[src/hw/rail_regs_consts.vh]
`ifndef RAIL_REGS_CONSTS_VH
`define RAIL_REGS_CONSTS_VH
// Register offsets
`define RAIL2_CONTROL_OFS 8'h21
`define RAIL3_DECAY_CONTROL_OFS 8'h22
`define RAIL3_VOLTAGE_CODE_OFS 8'h23
`define RAIL3_SLEEP_CONTROL_OFS 8'h24
// Field positions
`define CODE_MSB 7
`define CODE_LSB 1
`define DECAY_BIT 0
`define SLEEP_EN_BIT 0
// Default factory images (overridden per variant by parameters)
`define RAIL2_CONTROL_DEF 8'h00
`define RAIL3_DECAY_CONTROL_DEF 8'h00
`define RAIL3_VOLTAGE_CODE_DEF 8'h00
`define RAIL3_SLEEP_CONTROL_DEF 8'h00
// Read data for unmapped offsets
`define UNMAPPED_DATA 8'h00
`endif

[src/hw/buck_voltage_decay_regs.v]
// How it works
// (RULE_01) Rail 2 control bits 7:1 hold rail 2 normal voltage code, read/write.
// (RULE_02) Rail 2 control bit 0: 0 slews down actively, 1 lets output decay.
// (RULE_03) Rail 3 decay control at 22h; bit 0 selects slew (0) or decay (1).
// (RULE_04) Rail 3 decay control bits 7:1 are spare storage, read/write, no function.
// (RULE_05) Rail 3 voltage register at 23h; bits 7:1 hold the normal voltage code.
// (RULE_06) Reset contents come from a per-variant factory image, not one constant.
// (RULE_07) Rail 2 control register sits at offset 21h.
// (RULE_08) Rail 3 uses sleep code only when sleep enabled and sleep pin low.
// (RULE_09) Rail 3 voltage bit 0 is read-only zero and ignores writes.
`timescale 1ns/10ps
`include "rail_regs_consts.vh"
module buck_voltage_decay_regs #(
  parameter [7:0] RAIL2_CONTROL_INIT = `RAIL2_CONTROL_DEF,
  parameter [7:0] RAIL3_DECAY_CONTROL_INIT = `RAIL3_DECAY_CONTROL_DEF,
  parameter [7:0] RAIL3_VOLTAGE_CODE_INIT = `RAIL3_VOLTAGE_CODE_DEF,
  parameter [7:0] RAIL3_SLEEP_CONTROL_INIT = `RAIL3_SLEEP_CONTROL_DEF
) (
  // Clock and reset
  input wire REF_CLK,
  input wire RESET_N,
  // Register port from the serial interface
  input wire REG_WR,
  input wire REG_RD,
  input wire [7:0] REG_ADDR,
  input wire [7:0] REG_WDATA,
  output reg [7:0] REG_RDATA,
  // Sleep pin assigned to rail 3, active low
  input wire SLEEP_N,
  // Regulator controls
  output reg [6:0] RAIL2_VOLTAGE_CODE,
  output reg RAIL2_PASSIVE_DECAY_SELECT,
  output reg [6:0] RAIL3_VOLTAGE_TARGET,
  output reg RAIL3_PASSIVE_DECAY_SELECT
);
  // Stored bytes, straight from the byte cells
  wire [7:0] rail2_control_r;
  wire [7:0] rail3_decay_control_r;
  wire [7:0] rail3_voltage_code_r;
  wire [7:0] rail3_sleep_control_r;

  // One write strobe per mapped offset
  wire rail2_control_wr;
  wire rail3_decay_control_wr;
  wire rail3_voltage_code_wr;
  wire rail3_sleep_control_wr;

  // Rail 3 voltage selection
  wire rail3_sleep_active;
  wire [6:0] rail3_normal_code;
  wire [6:0] rail3_sleep_code;
  wire [6:0] rail3_target_nxt;

  // Next values of the registered outputs
  reg [7:0] rdata_nxt;
  reg [7:0] rdata_hold_nxt;
  reg [6:0] rail2_code_nxt;
  reg rail2_decay_nxt;
  reg rail3_decay_nxt;

  // Bits the host may change in each byte
  localparam [7:0] FULL_MASK = 8'hFF;
  // Bit 0 of the rail 3 voltage byte is read-only zero
  localparam [7:0] CODE_ONLY_MASK = 8'hFE;
  // Factory image of the rail 3 voltage byte with its read-only bit cleared
  localparam [7:0] RAIL3_VOLTAGE_IMAGE = RAIL3_VOLTAGE_CODE_INIT & CODE_ONLY_MASK;

  // True when a write strobe addresses the given offset
  function wr_hit;
    input wr;
    input [7:0] addr;
    input [7:0] ofs;
    begin
      wr_hit = wr && (addr == ofs);
    end
  endfunction

  // Voltage code field of a rail byte
  function [6:0] code_field;
    input [7:0] value;
    begin
      code_field = value[`CODE_MSB:`CODE_LSB];
    end
  endfunction

  // Down-transition select of a rail byte: 0 slews actively, 1 lets it decay
  function decay_field;
    input [7:0] value;
    begin
      decay_field = value[`DECAY_BIT];
    end
  endfunction

  // Sleep enable of the rail 3 sleep byte
  function sleep_enable_field;
    input [7:0] value;
    begin
      sleep_enable_field = value[`SLEEP_EN_BIT];
    end
  endfunction

  // Read multiplexer; unmapped offsets answer with a fixed byte
  function [7:0] read_select;
    input [7:0] addr;
    input [7:0] rail2_byte;
    input [7:0] rail3_decay_byte;
    input [7:0] rail3_code_byte;
    input [7:0] rail3_sleep_byte;
    begin
      case (addr)
        `RAIL2_CONTROL_OFS: read_select = rail2_byte;
        `RAIL3_DECAY_CONTROL_OFS: read_select = rail3_decay_byte;
        `RAIL3_VOLTAGE_CODE_OFS: read_select = rail3_code_byte;
        `RAIL3_SLEEP_CONTROL_OFS: read_select = rail3_sleep_byte;
        default: read_select = `UNMAPPED_DATA;
      endcase
    end
  endfunction

  // A read in the same cycle as a write still sees the old byte
  // Unmapped offsets raise no strobe, so writes to them vanish
  assign rail2_control_wr = wr_hit(REG_WR, REG_ADDR, `RAIL2_CONTROL_OFS); // RULE_07
  assign rail3_decay_control_wr = wr_hit(REG_WR, REG_ADDR, `RAIL3_DECAY_CONTROL_OFS); // RULE_03
  assign rail3_voltage_code_wr = wr_hit(REG_WR, REG_ADDR, `RAIL3_VOLTAGE_CODE_OFS); // RULE_05
  assign rail3_sleep_control_wr = wr_hit(REG_WR, REG_ADDR, `RAIL3_SLEEP_CONTROL_OFS); // RULE_08

  // Rail 2 control byte: code in 7:1, decay select in bit 0
  rail_byte_reg #(
    .RESET_VALUE(RAIL2_CONTROL_INIT), // RULE_06
    .WRITE_MASK(FULL_MASK)
  ) u_rail2 (
    .clk(REF_CLK),
    .reset_n(RESET_N),
    .wr_en(rail2_control_wr),
    .wr_data(REG_WDATA),
    .q_r(rail2_control_r)
  );

  // Rail 3 decay byte: bits 7:1 are spare storage with no function
  rail_byte_reg #(
    .RESET_VALUE(RAIL3_DECAY_CONTROL_INIT), // RULE_06
    .WRITE_MASK(FULL_MASK) // RULE_04
  ) u_rail3_decay (
    .clk(REF_CLK),
    .reset_n(RESET_N),
    .wr_en(rail3_decay_control_wr),
    .wr_data(REG_WDATA),
    .q_r(rail3_decay_control_r)
  );

  // Rail 3 voltage byte: a full-byte write moves only the code
  rail_byte_reg #(
    .RESET_VALUE(RAIL3_VOLTAGE_IMAGE), // RULE_06
    .WRITE_MASK(CODE_ONLY_MASK) // RULE_09
  ) u_rail3_vid (
    .clk(REF_CLK),
    .reset_n(RESET_N),
    .wr_en(rail3_voltage_code_wr),
    .wr_data(REG_WDATA),
    .q_r(rail3_voltage_code_r)
  );

  // Rail 3 sleep byte: sleep code in 7:1, sleep enable in bit 0
  rail_byte_reg #(
    .RESET_VALUE(RAIL3_SLEEP_CONTROL_INIT), // RULE_06
    .WRITE_MASK(FULL_MASK)
  ) u_rail3_sleep (
    .clk(REF_CLK),
    .reset_n(RESET_N),
    .wr_en(rail3_sleep_control_wr),
    .wr_data(REG_WDATA),
    .q_r(rail3_sleep_control_r)
  );

  // Sleep code only while enabled and the pin is low
  // The pin is taken as synchronous; a raw pin needs a synchroniser upstream
  assign rail3_sleep_active = sleep_enable_field(rail3_sleep_control_r) && !SLEEP_N; // RULE_08
  assign rail3_normal_code = code_field(rail3_voltage_code_r); // RULE_05
  assign rail3_sleep_code = code_field(rail3_sleep_control_r);
  assign rail3_target_nxt = rail3_sleep_active ? rail3_sleep_code : rail3_normal_code; // RULE_08

  // Byte addressed by the current request
  always @* begin
    rdata_nxt = read_select(REG_ADDR, rail2_control_r, rail3_decay_control_r,
      rail3_voltage_code_r, rail3_sleep_control_r); // RULE_09
  end

  // Read data only moves on a read strobe; between reads it holds the last answer
  always @* begin
    rdata_hold_nxt = REG_RDATA;
    if (REG_RD) begin
      rdata_hold_nxt = rdata_nxt;
    end
    rail2_code_nxt = code_field(rail2_control_r); // RULE_01
    rail2_decay_nxt = decay_field(rail2_control_r); // RULE_02
    rail3_decay_nxt = decay_field(rail3_decay_control_r); // RULE_03
  end

  // Read data register
  always @(posedge REF_CLK) begin
    if (!RESET_N) begin
      REG_RDATA <= 8'h00;
    end else begin
      REG_RDATA <= rdata_hold_nxt;
    end
  end

  // Regulator controls follow the stored bytes one clock later
  always @(posedge REF_CLK) begin
    if (!RESET_N) begin
      RAIL2_VOLTAGE_CODE <= 7'h00;
      RAIL2_PASSIVE_DECAY_SELECT <= 1'h0;
      RAIL3_VOLTAGE_TARGET <= 7'h00;
      RAIL3_PASSIVE_DECAY_SELECT <= 1'h0;
    end else begin
      RAIL2_VOLTAGE_CODE <= rail2_code_nxt; // RULE_01
      RAIL2_PASSIVE_DECAY_SELECT <= rail2_decay_nxt; // RULE_02
      RAIL3_VOLTAGE_TARGET <= rail3_target_nxt; // RULE_08
      RAIL3_PASSIVE_DECAY_SELECT <= rail3_decay_nxt; // RULE_03
    end
  end
endmodule // buck_voltage_decay_regs

[src/hw/rail_byte_reg.v]
`timescale 1ns/10ps
// One host-writable byte with a factory reset image and a write mask
module rail_byte_reg #(
  parameter [7:0] RESET_VALUE = 8'h00,
  parameter [7:0] WRITE_MASK = 8'hFF
) (
  // Clock and reset
  input wire clk,
  input wire reset_n,
  // Write port
  input wire wr_en,
  input wire [7:0] wr_data,
  // Stored value
  output reg [7:0] q_r
);
  wire [7:0] q_nxt;

  // Masked bits keep their image, so they read as the factory value
  assign q_nxt = wr_en ? ((wr_data & WRITE_MASK) | (q_r & ~WRITE_MASK)) : q_r;

  always @(posedge clk) begin
    if (!reset_n) begin
      q_r <= RESET_VALUE & WRITE_MASK | RESET_VALUE & ~WRITE_MASK;
    end else begin
      q_r <= q_nxt;
    end
  end
endmodule // rail_byte_reg

[config.mk]
export PLATFORM = sky130hd
export DESIGN_NAME = buck_voltage_decay_regs
export DESIGN_NICKNAME = d
export VERILOG_FILES = /design/src/hw/buck_voltage_decay_regs.v /design/src/hw/rail_byte_reg.v
export VERILOG_INCLUDE_DIRS = /design/src /design/src/hw
export SDC_FILE = /design/constraint.sdc
export NUM_CORES = 1
export LEC_CHECK = 0
export ABC_CLOCK_PERIOD_IN_PS = 1500
export BUFFER_PORTS_ARGS = -buffer_cell sky130_fd_sc_hd__buf_2
export CAP_MARGIN = 20
export CORE_MARGIN = 3
export CORE_UTILIZATION = 52
export CTS_BUF_LIST = sky130_fd_sc_hd__clkbuf_4
export DETAILED_ROUTE_END_ITERATION = 6
export PLACE_DENSITY = 0.79
export SLEW_MARGIN = 0
export SYNTH_ARGS = -nofsm -noshare
export SYNTH_HDL_FRONTEND = slang
export SYNTH_SLANG_ARGS = --single-unit
[constraint.sdc]
create_clock -name REF_CLK -period 1.5 [get_ports REF_CLK]
set_input_delay 0.15 -clock REF_CLK [delete_from_list [all_inputs] [get_ports REF_CLK]]
set_output_delay 0.15 -clock REF_CLK [all_outputs]
set_load 0.02 [all_outputs]
==> results.json, run 1 <==
{
  "status": "finished clean",
  "irDropWorstVdd_mv": 0.484,
  "async_reset_ff_share_pct": 0,
  "rsz0062_at_grt": "false",
  "overflow": 0,
  "ant_nets": 0,
  "endpoint_kind": "register",
  "layout-drive-gt1-share_pct": 28.5,
  "cts_resized": 0,
  "drt-vias-per-instance": 5.36,
  "io_buffers": 44,
  "ys_ff_latch": 55,
  "p_total_mw": 2.20,
  "cts_tree": "done",
  "synth_edf_count": 0,
  "netlist_area_um2": 2300,
  "first_pass_iters": 4,
  "avgSynthCellArea_um2": 10.1,
  "final_cells": 324,
  "hold_viol": 0,
  "slew_viol_final": 0,
  "yosys-top-cells-area": "dfxtp_1, mux2i_1, nand2_1",
  "core-area_um2": 4140,
  "final_nets": 296,
  "grt_usage_pct": 18.8,
  "dieArea_um2": 5260,
  "drc": 0,
  "critPathMaxFanout": 7,
  "crit_buf_inv": 0,
  "dp_hpwl_mm": 3.41,
  "chipHeight_um": 72.5,
  "clkTransAtPathRegs_ns": 0.14,
  "place_inst": 318,
  "cp-start-kind": "register",
  "synth-main-ff-cell": "dfxtp_1",
  "crit_cells": 3,
  "ios": 45,
  "grt_start_max_net_pins": 37,
  "globalplace.congestion": 0.771,
  "maxCapViolations": 0,
  "clock_sinks": 55,
  "synth.largest_area_cell": "dfxtp_1",
  "grt_pass1_wl_mm": 7.56,
  "critical-path-max-stage-delay_ns": 0.39,
  "leakagePower_nw": 1.43,
  "clk_latency_ns": 0.37,
  "htreeDepth": 2,
  "syn-num-nets": 249,
  "finClkSkew_ns": 0.0126,
  "reg2reg_depth": 3,
  "p_per_area_nw_per_um2": 830,
  "path_cells": "nand2b_1, mux2i_1, nor2_1",
  "arrival_ns": 1.44,
  "max_slew_margin_pct": 65.1,
  "setup-tns-final_ns": 0,
  "postCtsHoldBufs": 0,
  "vias": 1738,
  "synth_top_area_share_pct": 47.9,
  "final_util_pct": 63.8,
  "cts-root-buf": "clkbuf_4",
  "max_freq_mhz": 847,
  "routed_wl_mm": 4.80,
  "cp_slowest_cell": "nand2b_1",
  "crit_family": "simple AND/OR/NAND/NOR gates",
  "grt_pass1_vias": 1586,
  "rows": 23,
  "drt_iter0_drc": 113,
  "numCtsBuffers": 5,
  "critPathRequiredTime_ns": 1.76,
  "n_antenna_cell": 0,
  "fin_crit_sh_pct": 78.7,
  "layout_min_cycle_time_ns": 1.18,
  "tightest_slew_ns": 0.524,
  "start_util_pct": 55.5,
  "yosysSeqAreaShare_pct": 47.9,
  "cts_buffer_depth": 2,
  "syn_to_final_growth_pct": 15.0,
  "critical_path_class": "register to register",
  "die_w_um": 72.5,
  "wl_per_cell_um": 14.8,
  "hold_ws_ns": 0.0722,
  "synth.distinct_cells": 29,
  "syn_inst": 228,
  "cts_setup_buffers": 0,
  "hold_path_class": "primary input to register",
  "ys.warnings.count": 0,
  "antenna_found_initial": 0,
  "min_delay_path_depth": 3,
  "setup_viol": 0
}
-- worst reg2reg max path, stage by stage (launching register included) --
cell	delay, ns
dfxtp_1	0.35
nand2b_1	0.39
mux2i_1	0.27
nor2_1	0.06
-- cell usage in the layout (no fill, tap or decap) --
cell type / synthesis / layout
a211o_1: 1 / 1
a211oi_1: 7 / 7
a22oi_1: 1 / 1
a31oi_1: 1 / 1
and2b_1: 1 / 1
and3b_1: 2 / 2
and4bb_2: 5 / 5
buf_2: 4 / 44
buf_4: 1 / 11
clkbuf_4: 0 / 6
dfxtp_1: 55 / 55
inv_1: 11 / 11
mux2_2: 7 / 7
mux2i_1: 38 / 38
nand2_1: 46 / 46
nand2b_1: 2 / 2
nand3b_1: 2 / 2
nand4_2: 2 / 2
nand4b_1: 2 / 2
nor2_1: 7 / 7
nor2b_1: 1 / 1
nor3b_1: 1 / 1
nor3b_2: 1 / 1
nor4b_4: 1 / 1
nor4bb_1: 9 / 9
o2111ai_1: 1 / 1
o211ai_1: 1 / 1
o21ai_0: 7 / 7
o21ba_2: 1 / 1
-- worst paths after layout --
| path | from | end | slack (ns) |
|---|---|---|---|
| worst min register to register | u_rail2.q_r[4] | RAIL2_VOLTAGE_CODE[3] | 0.47 |
| worst max register to register | u_rail3_sleep.q_r[0] | RAIL3_VOLTAGE_TARGET[5] | 0.32 |
| worst max-delay path | u_rail3_sleep.q_r[0] | RAIL3_VOLTAGE_TARGET[5] | 0.32 |
| worst min-delay path | REG_WDATA[0] | u_rail2.q_r[0] | 0.07 |
-- flip-flops by register name, summed over array words and instances, names as in the netlist, 7 cells and up --
name                  count
u_rail2.q_r               8
RAIL2_VOLTAGE_CODE        7
RAIL3_VOLTAGE_TARGET      7
u_rail3_decay.q_r         8
u_rail3_sleep.q_r         8
REG_RDATA                 8
u_rail3_vid.q_r           7
-- cell type report --
type                            instances  area (um2)
Sequential cell                        55        1100
Timing Repair Buffer                   55         303
Clock buffer                            6        45.0
Multi-Input combinational cell        147        1090
Tap cell                               50        62.6
Fill cell                             366        1500
Inverter                               11        41.3
-- per-stage QoR --
step                      area, um2  setup slack, ns
final                          2650            0.319
after global routing           2650            0.235
after floorplan                2300            0.185
after detailed placement       2600            0.137
after global placement         2600            0.163
after CTS                      2650            0.290
-- cell usage after synthesis (2+ instances only) --
| master | instances |
|---|---|
| a211oi_1 | 7 |
| and3b_1 | 2 |
| and4bb_2 | 5 |
| buf_2 | 4 |
| clkbuf_1 | 10 |
| dfxtp_1 | 55 |
| inv_1 | 11 |
| mux2_2 | 7 |
| mux2i_1 | 38 |
| nand2_1 | 46 |
| nand2b_1 | 2 |
| nand3b_1 | 2 |
| nand4_2 | 2 |
| nand4b_1 | 2 |
| nor2_1 | 7 |
| nor4bb_1 | 9 |
| o21ai_0 | 7 |
-- per-layer routing --
metal | wire length, um | up-vias | track usage (%)
li1 | - | 879 | -
met3 | 322 | 9 | 4.43
met4 | 97 | 0 | 10.2
met5 | 0 | - | 0
met1 | 2310 | 798 | 26.5
met2 | 2080 | 52 | 26.5
-- cells by family (layout without fill, tap and decap cells) --
group / count (synthesis) / count (layout) / share of synthesized area (%)
DFF: 55 / 55 / 47.9
AOI/OAI and AO/OA: 20 / 20 / 5.93
buffers and inverters: 26 / 72 / 4.62
and+or+nand+nor: 82 / 82 / 21.6
muxes: 45 / 45 / 20.0
-- power breakdown --
part           leakage (nW)  internal, mW  total (mW)  switching (mW)
clock                0.0276         0.186       0.596           0.410
combinational         0.963        0.0547       0.138          0.0834
sequential            0.443          1.46        1.46        0.000741
Power figures use the tool's default switching activity.
==> run 2, diff against run 1 <==
Settings changed: ABC_AREA set to 1, ABC_CLOCK_PERIOD_IN_PS 1500 to 1200.
Clock period 1.5 ns to 1.2 ns, I/O delays scaled along.
==> run 2 against run 1 <==
Compared with the run above:
- non-clock buffer count shrank 1
- die area grew 0.21%
- clock skew grew 0.0030 ns
- critical endpoint is now REG_RDATA[4]
- worst hold slack lost 0.056 ns
- largest cell class unchanged
- register-to-register slack lost 0.12 ns
- highest routed layer unchanged
- via count grew 12%
- global-route usage shrank 0.50 points
- sequential cell count is the same
==> results.json, run 2 <==
{
  "setup-tns-final_ns": 0,
  "yosys-top-cells-area": "dfxtp_1, a21oi_1, o21ai_0",
  "grt_usage_pct": 18.3,
  "syn-num-nets": 311,
  "rows": 23,
  "slew_viol_final": 0,
  "synth_fa_ha_area_share_pct": 0,
  "layout_min_cycle_time_ns": 1.06,
  "crit_buf_inv": 1,
  "synth.largest_area_cell": "dfxtp_1",
  "core-area_um2": 4140,
  "post_dp_cell_area_um2": 2550,
  "ys_ff_latch": 55,
  "p_total_mw": 2.81,
  "clkTransAtPathRegs_ns": 0.16,
  "drt-vias-per-instance": 4.99,
  "die_w_um": 72.6,
  "dieArea_um2": 5270,
  "endpoint_kind": "output port",
  "irDropWorstVdd_mv": 0.554,
  "postCtsHoldBufs": 0,
  "wl_per_cell_um": 12.1,
  "htreeDepth": 2,
  "netlist_area_um2": 2300,
  "status": "finished clean",
  "synth_top_area_share_pct": 47.8,
  "synth_most_common_cell": "dfxtp_1",
  "path_cells": "buf_2",
  "place_inst": 381,
  "critical_path_class": "register to output port",
  "setup_viol": 0,
  "synth-main-ff-cell": "dfxtp_1",
  "tightest_slew_ns": 0.243,
  "dp_slack_ns": -0.0405,
  "leakagePower_nw": 1.18,
  "drc": 0,
  "ys.warnings.count": 0,
  "hold_viol": 0,
  "grt_start_max_net_pins": 32,
  "ios": 45,
  "n_antenna_cell": 0,
  "critPathMaxFanout": 2,
  "synth.distinct_cells": 17,
  "fin_ws_ns": 0.143,
  "grt_pass1_wl_mm": 7.51,
  "synth_top_family_by_area": "simple AND/OR/NAND/NOR gates",
  "cts_resized": 0,
  "overflow": 0,
  "hold_path_class": "primary input to register",
  "clock_sinks": 55,
  "crit_family": "flip-flops",
  "syn_inst": 290,
  "syn_to_final_growth_pct": 13.4,
  "yosysSeqAreaShare_pct": 47.8,
  "cp_slowest_cell": "dfxtp_1",
  "async_reset_ff_share_pct": 0,
  "synthXorXnorAreaFrac_pct": 0,
  "finClkSkew_ns": 0.0157,
  "maxCapViolations": 0,
  "filler_cell_count": 388,
  "avgSynthCellArea_um2": 7.95,
  "final_cell_mix": "dfxtp_1, inv_1, a21oi_1, buf_2, o21ai_0",
  "chipHeight_um": 72.6,
  "cts_buffer_depth": 2,
  "synth_edf_count": 0,
  "layout-drive-gt1-share_pct": 22.1,
  "start_util_pct": 55.6,
  "postLayoutCellArea_um2": 2610,
  "antenna_found_initial": 0,
  "clk_latency_ns": 0.37,
  "final_nets": 359,
  "cts_setup_buffers": 0,
  "regArea_um2": 1100,
  "arrival_ns": 0.94,
  "globalplace.congestion": 0.883,
  "critPathRequiredTime_ns": 1.08,
  "synthSimpleGateAreaFrac_pct": 19.8,
  "io_buffers": 44,
  "max_slew_margin_pct": 83.8,
  "max_freq_mhz": 946,
  "muxShareOfSynthArea_pct": 0,
  "grt_pass1_vias": 1692,
  "first_pass_iters": 4,
  "critical-path-max-stage-delay_ns": 0.39,
  "p_per_area_nw_per_um2": 1080,
  "multiInputGateArea_um2": 912,
  "routed_wl_mm": 4.72,
  "yosys-top-cells-count": "dfxtp_1, inv_1, a21oi_1",
  "vias": 1942,
  "cts_tree": "done",
  "final_common_cell": "dfxtp_1",
  "dp_hpwl_mm": 3.62,
  "drt_iter0_drc": 91,
  "final_cells": 389,
  "ant_nets": 0,
  "cts-root-buf": "clkbuf_4",
  "synth_compound_area_share_pct": 19.8,
  "rsz0062_at_grt": "false",
  "numCtsBuffers": 5,
  "cp-start-kind": "register",
  "fin_crit_sh_pct": 88.1
}
==> run 2: cell count changes in the layout (fill, tap and decap cells not counted), moves of 31 or more <==
cell     delta
mux2i_1    -38
a21oi_1    +46
inv_1      +37
o21ai_0    +31
nand3_1    +32
==> run 2: final timing paths <==
| check | from | endpoint | cells past startpoint | slack, ns |
|---|---|---|---|---|
| hold reg to reg | u_rail2.q_r[3] | RAIL2_VOLTAGE_CODE[2] | 2 | 0.46 |
| setup reg to reg | u_rail3_sleep.q_r[0] | RAIL3_VOLTAGE_TARGET[2] | 5 | 0.20 |
| setup / recovery | REG_RDATA[4] | REG_RDATA[4] | 1 | 0.14 |
| hold / removal | RESET_N | u_rail3_sleep.q_r[0] | 3 | 0.02 |
==> run 2: routing by layer <==
| metal | up-vias | wire [um] | global-route usage, % |
|---|---|---|---|
| li1 | 1040 | - | - |
| met1 | 848 | 2120 | 22.8 |
| met2 | 50 | 2260 | 31.6 |
| met3 | 4 | 298 | 4.55 |
| met4 | 0 | 34 | 4.92 |
| met5 | - | 0 | 0 |
==> run 2: through the flow <==
| stage | hold WS (ns) | utilization [%] |
|---|---|---|
| CTS | 0.00416 | 63.0 |
| detailed placement | 0.411 | 61.7 |
| global placement | 0.417 | 61.7 |
| global route | 0.0256 | 63.0 |
| finish | 0.0165 | 63.0 |
| floorplan | 0.263 | - |
==> run 2: power by group <==
| group | switching (mW) | leakage, nW | internal [mW] |
|---|---|---|---|
| Combinational | 0.120 | 0.702 | 0.0606 |
| Clock | 0.551 | 0.0317 | 0.250 |
| Sequential | 0.00175 | 0.443 | 1.83 |
==> run 2: final cells by class <==
type / instances / share of cell area [%]
timing repair buffer: 54 / 11.3
multi-input combinational: 173 / 34.9
tap: 50 / 2.39
clock buffer: 6 / 1.72
sequential: 55 / 42.1
inverter: 49 / 7.04
clock inverter: 2 / 0.479
==> run 2: cell families (layout without fill, tap and decap cells) <==
group | count (synthesis) | after routing
compound gates | 91 | 91
simple gates | 82 | 82
buf+inv | 62 | 111
flops | 55 | 55
==> run 3, diff against run 2 <==
Settings changed: ABC_CLOCK_PERIOD_IN_PS 1200 to 900, CORE_UTILIZATION 52 to 51, PLACE_DENSITY 0.79 to 0.81.
Clock period 1.2 ns to 0.9 ns, I/O delays scaled along.
==> run 3 against run 2 <==
Compared with the run above:
- the run now ends with setup timing left
- setup slack worse by 0.21 ns
- worst hold slack better by 0.0045 ns
- cell count up 1.0%
- register-to-register slack worse by 0.22 ns
- non-clock buffer count up 4
- clock skew down 0.0076 ns
- sequential share of layout area down 4.1 points
- critical path depth unchanged
- first-iteration DRC count up 130%
- clock-buffer cell count up 1
- sequential cell count unchanged
- largest power group unchanged
==> results.json, run 3 (same netlist as run 2, synthesis figures left out) <==
{
  "overflow": 0,
  "critical_path_class": "register to output port",
  "p_per_area_nw_per_um2": 1290,
  "clk_latency_ns": 0.37,
  "cts_buffer_depth": 2,
  "layout-drive-gt1-share_pct": 36.4,
  "grt_pass1_wl_mm": 8.45,
  "crit_family": "flip-flops",
  "hold_viol": 0,
  "clkTransAtPathRegs_ns": 0.15,
  "setup_viol": 25,
  "status": "complete, but fails checks",
  "hold_path_class": "primary input to register",
  "max_slew_margin_pct": 80.5,
  "combPwrFrac_pct": 8.0,
  "dieArea_um2": 5360,
  "arrival_ns": 0.88,
  "p_seq_share_pct": 63.3,
  "violations": "setup timing",
  "p_int_mw": 2.92,
  "power.share.switching_pct": 24.3,
  "grt_start_max_net_pins": 32,
  "critical-path-max-stage-delay_ns": 0.38,
  "routed_wl_mm": 5.38,
  "fin_ws_ns": -0.0656,
  "cp_slowest_cell": "dfxtp_2",
  "final_common_cell": "a21oi_1",
  "postCtsHoldBufs": 0,
  "clock_sinks": 55,
  "die_w_um": 73.2,
  "critPathMaxFanout": 2,
  "endpoint_kind": "output port",
  "tightest_slew_ns": 0.292,
  "rows": 23,
  "max_freq_mhz": 1040,
  "cp-start-kind": "register",
  "io_buffers": 44,
  "globalplace.congestion": 0.842,
  "ios": 45,
  "grt_usage_pct": 20.6,
  "critPathRequiredTime_ns": 0.81,
  "ant_nets": 0,
  "path_cells": "buf_6",
  "core-area_um2": 4170,
  "final_cell_mix": "a21oi_1, inv_1, nand2_1, nand3_1, dfxtp_2",
  "syn_to_final_growth_pct": 29.8,
  "fin_crit_sh_pct": 107,
  "antenna_found_initial": 0,
  "maxCapViolations": 0,
  "setup-tns-final_ns": -0.884,
  "vias": 2098,
  "crit_buf_inv": 1,
  "chipHeight_um": 73.2,
  "layout_min_cycle_time_ns": 0.966,
  "n_antenna_cell": 0,
  "pwr-share-clk_pct": 28.7,
  "rsz0062_at_grt": "true",
  "final_nets": 363,
  "drc": 0,
  "final_util_pct": 71.7,
  "drt-vias-per-instance": 5.34,
  "grt_pass1_vias": 1933,
  "htreeDepth": 2,
  "cts_tree": "done",
  "first_pass_iters": 5,
  "p_total_mw": 3.86,
  "slew_viol_final": 0,
  "cts-root-buf": "clkbuf_4",
  "leakagePower_nw": 1.27,
  "filler_cell_count": 331,
  "drt_iter0_drc": 209,
  "numCtsBuffers": 5,
  "start_util_pct": 55.2,
  "wl_per_cell_um": 13.7,
  "dp_hpwl_mm": 3.65,
  "finClkSkew_ns": 0.00802,
  "p_sw_uw": 939,
  "irDropWorstVdd_mv": 0.539
}
-- run 3: final cells by class --
| class | count | area, um2 | area share, % |
|---|---|---|---|
| Multi-Input combinational cell | 173 | 981 | 32.8 |
| Sequential cell | 55 | 1140 | 38.1 |
| Inverter | 49 | 213 | 7.11 |
| Clock inverter | 1 | 5.00 | 0.167 |
| Timing Repair Buffer | 58 | 538 | 18.0 |
| Tap cell | 50 | 62.6 | 2.09 |
| Clock buffer | 7 | 52.6 | 1.76 |
-- run 3: power groups by stage --
stage               sequential (mW)  combinational [mW]  clock (mW)
detailed placement             2.50               0.292           0
finish                         2.44               0.310        1.11
global placement               2.49               0.284           0
floorplan                      2.50               0.159           0
global route                   2.44               0.335        1.22
CTS                            2.44               0.295        1.12
-- run 3: path summary, 6_finish.rpt --
path | start | end | slack (ns) | cells after the start
setup / recovery | REG_RDATA[7] | REG_RDATA[7] | -0.07 | 1
setup reg to reg | u_rail3_sleep.q_r[0] | RAIL3_VOLTAGE_TARGET[2] | -0.02 | 5
hold / removal | REG_WDATA[4] | u_rail3_vid.q_r[4] | 0.02 | 3
hold reg to reg | u_rail2.q_r[3] | RAIL2_VOLTAGE_CODE[2] | 0.45 | 2
-- run 3: repair_timing --
| action | CTS | global route |
|---|---|---|
| pin swaps | 1 | 3 |
| gates resized for setup | 81 | 18 |
| gates cloned | 0 | 1 |
| setup endpoints to repair | 31 | 34 |
| setup buffers | 1 | 2 |
-- run 3: worst register-to-register path, cell delays in order (launching register included) --
cell     delay [ns]
dfxtp_2        0.36
inv_2          0.05
nor2_4         0.10
buf_6          0.16
o21ai_2        0.06
a21oi_1        0.13
-- run 3: metal layers --
layer | up-vias | wire length [um] | track usage, %
met3 | 14 | 356 | 4.55
li1 | 1050 | - | -
met5 | - | 0 | 0
met2 | 75 | 2790 | 35.5
met1 | 959 | 2060 | 23.8
met4 | 0 | 180 | 10.2
-- run 3: per-stage QoR --
stage / area [um2] / hold slack, ns / cells / setup slack, ns
4_1_cts: 2910 / 0.00101 / 390 / -0.0726
3_5_place_dp: 2650 / 0.417 / 381 / -0.322
5_1_grt: 2990 / 0.0189 / 393 / -0.0992
3_3_place_gp: 2650 / 0.416 / 381 / -0.286
6_report: 2990 / 0.0210 / 393 / -0.0656
2_1_floorplan: 2380 / 0.233 / 290 / -0.0414
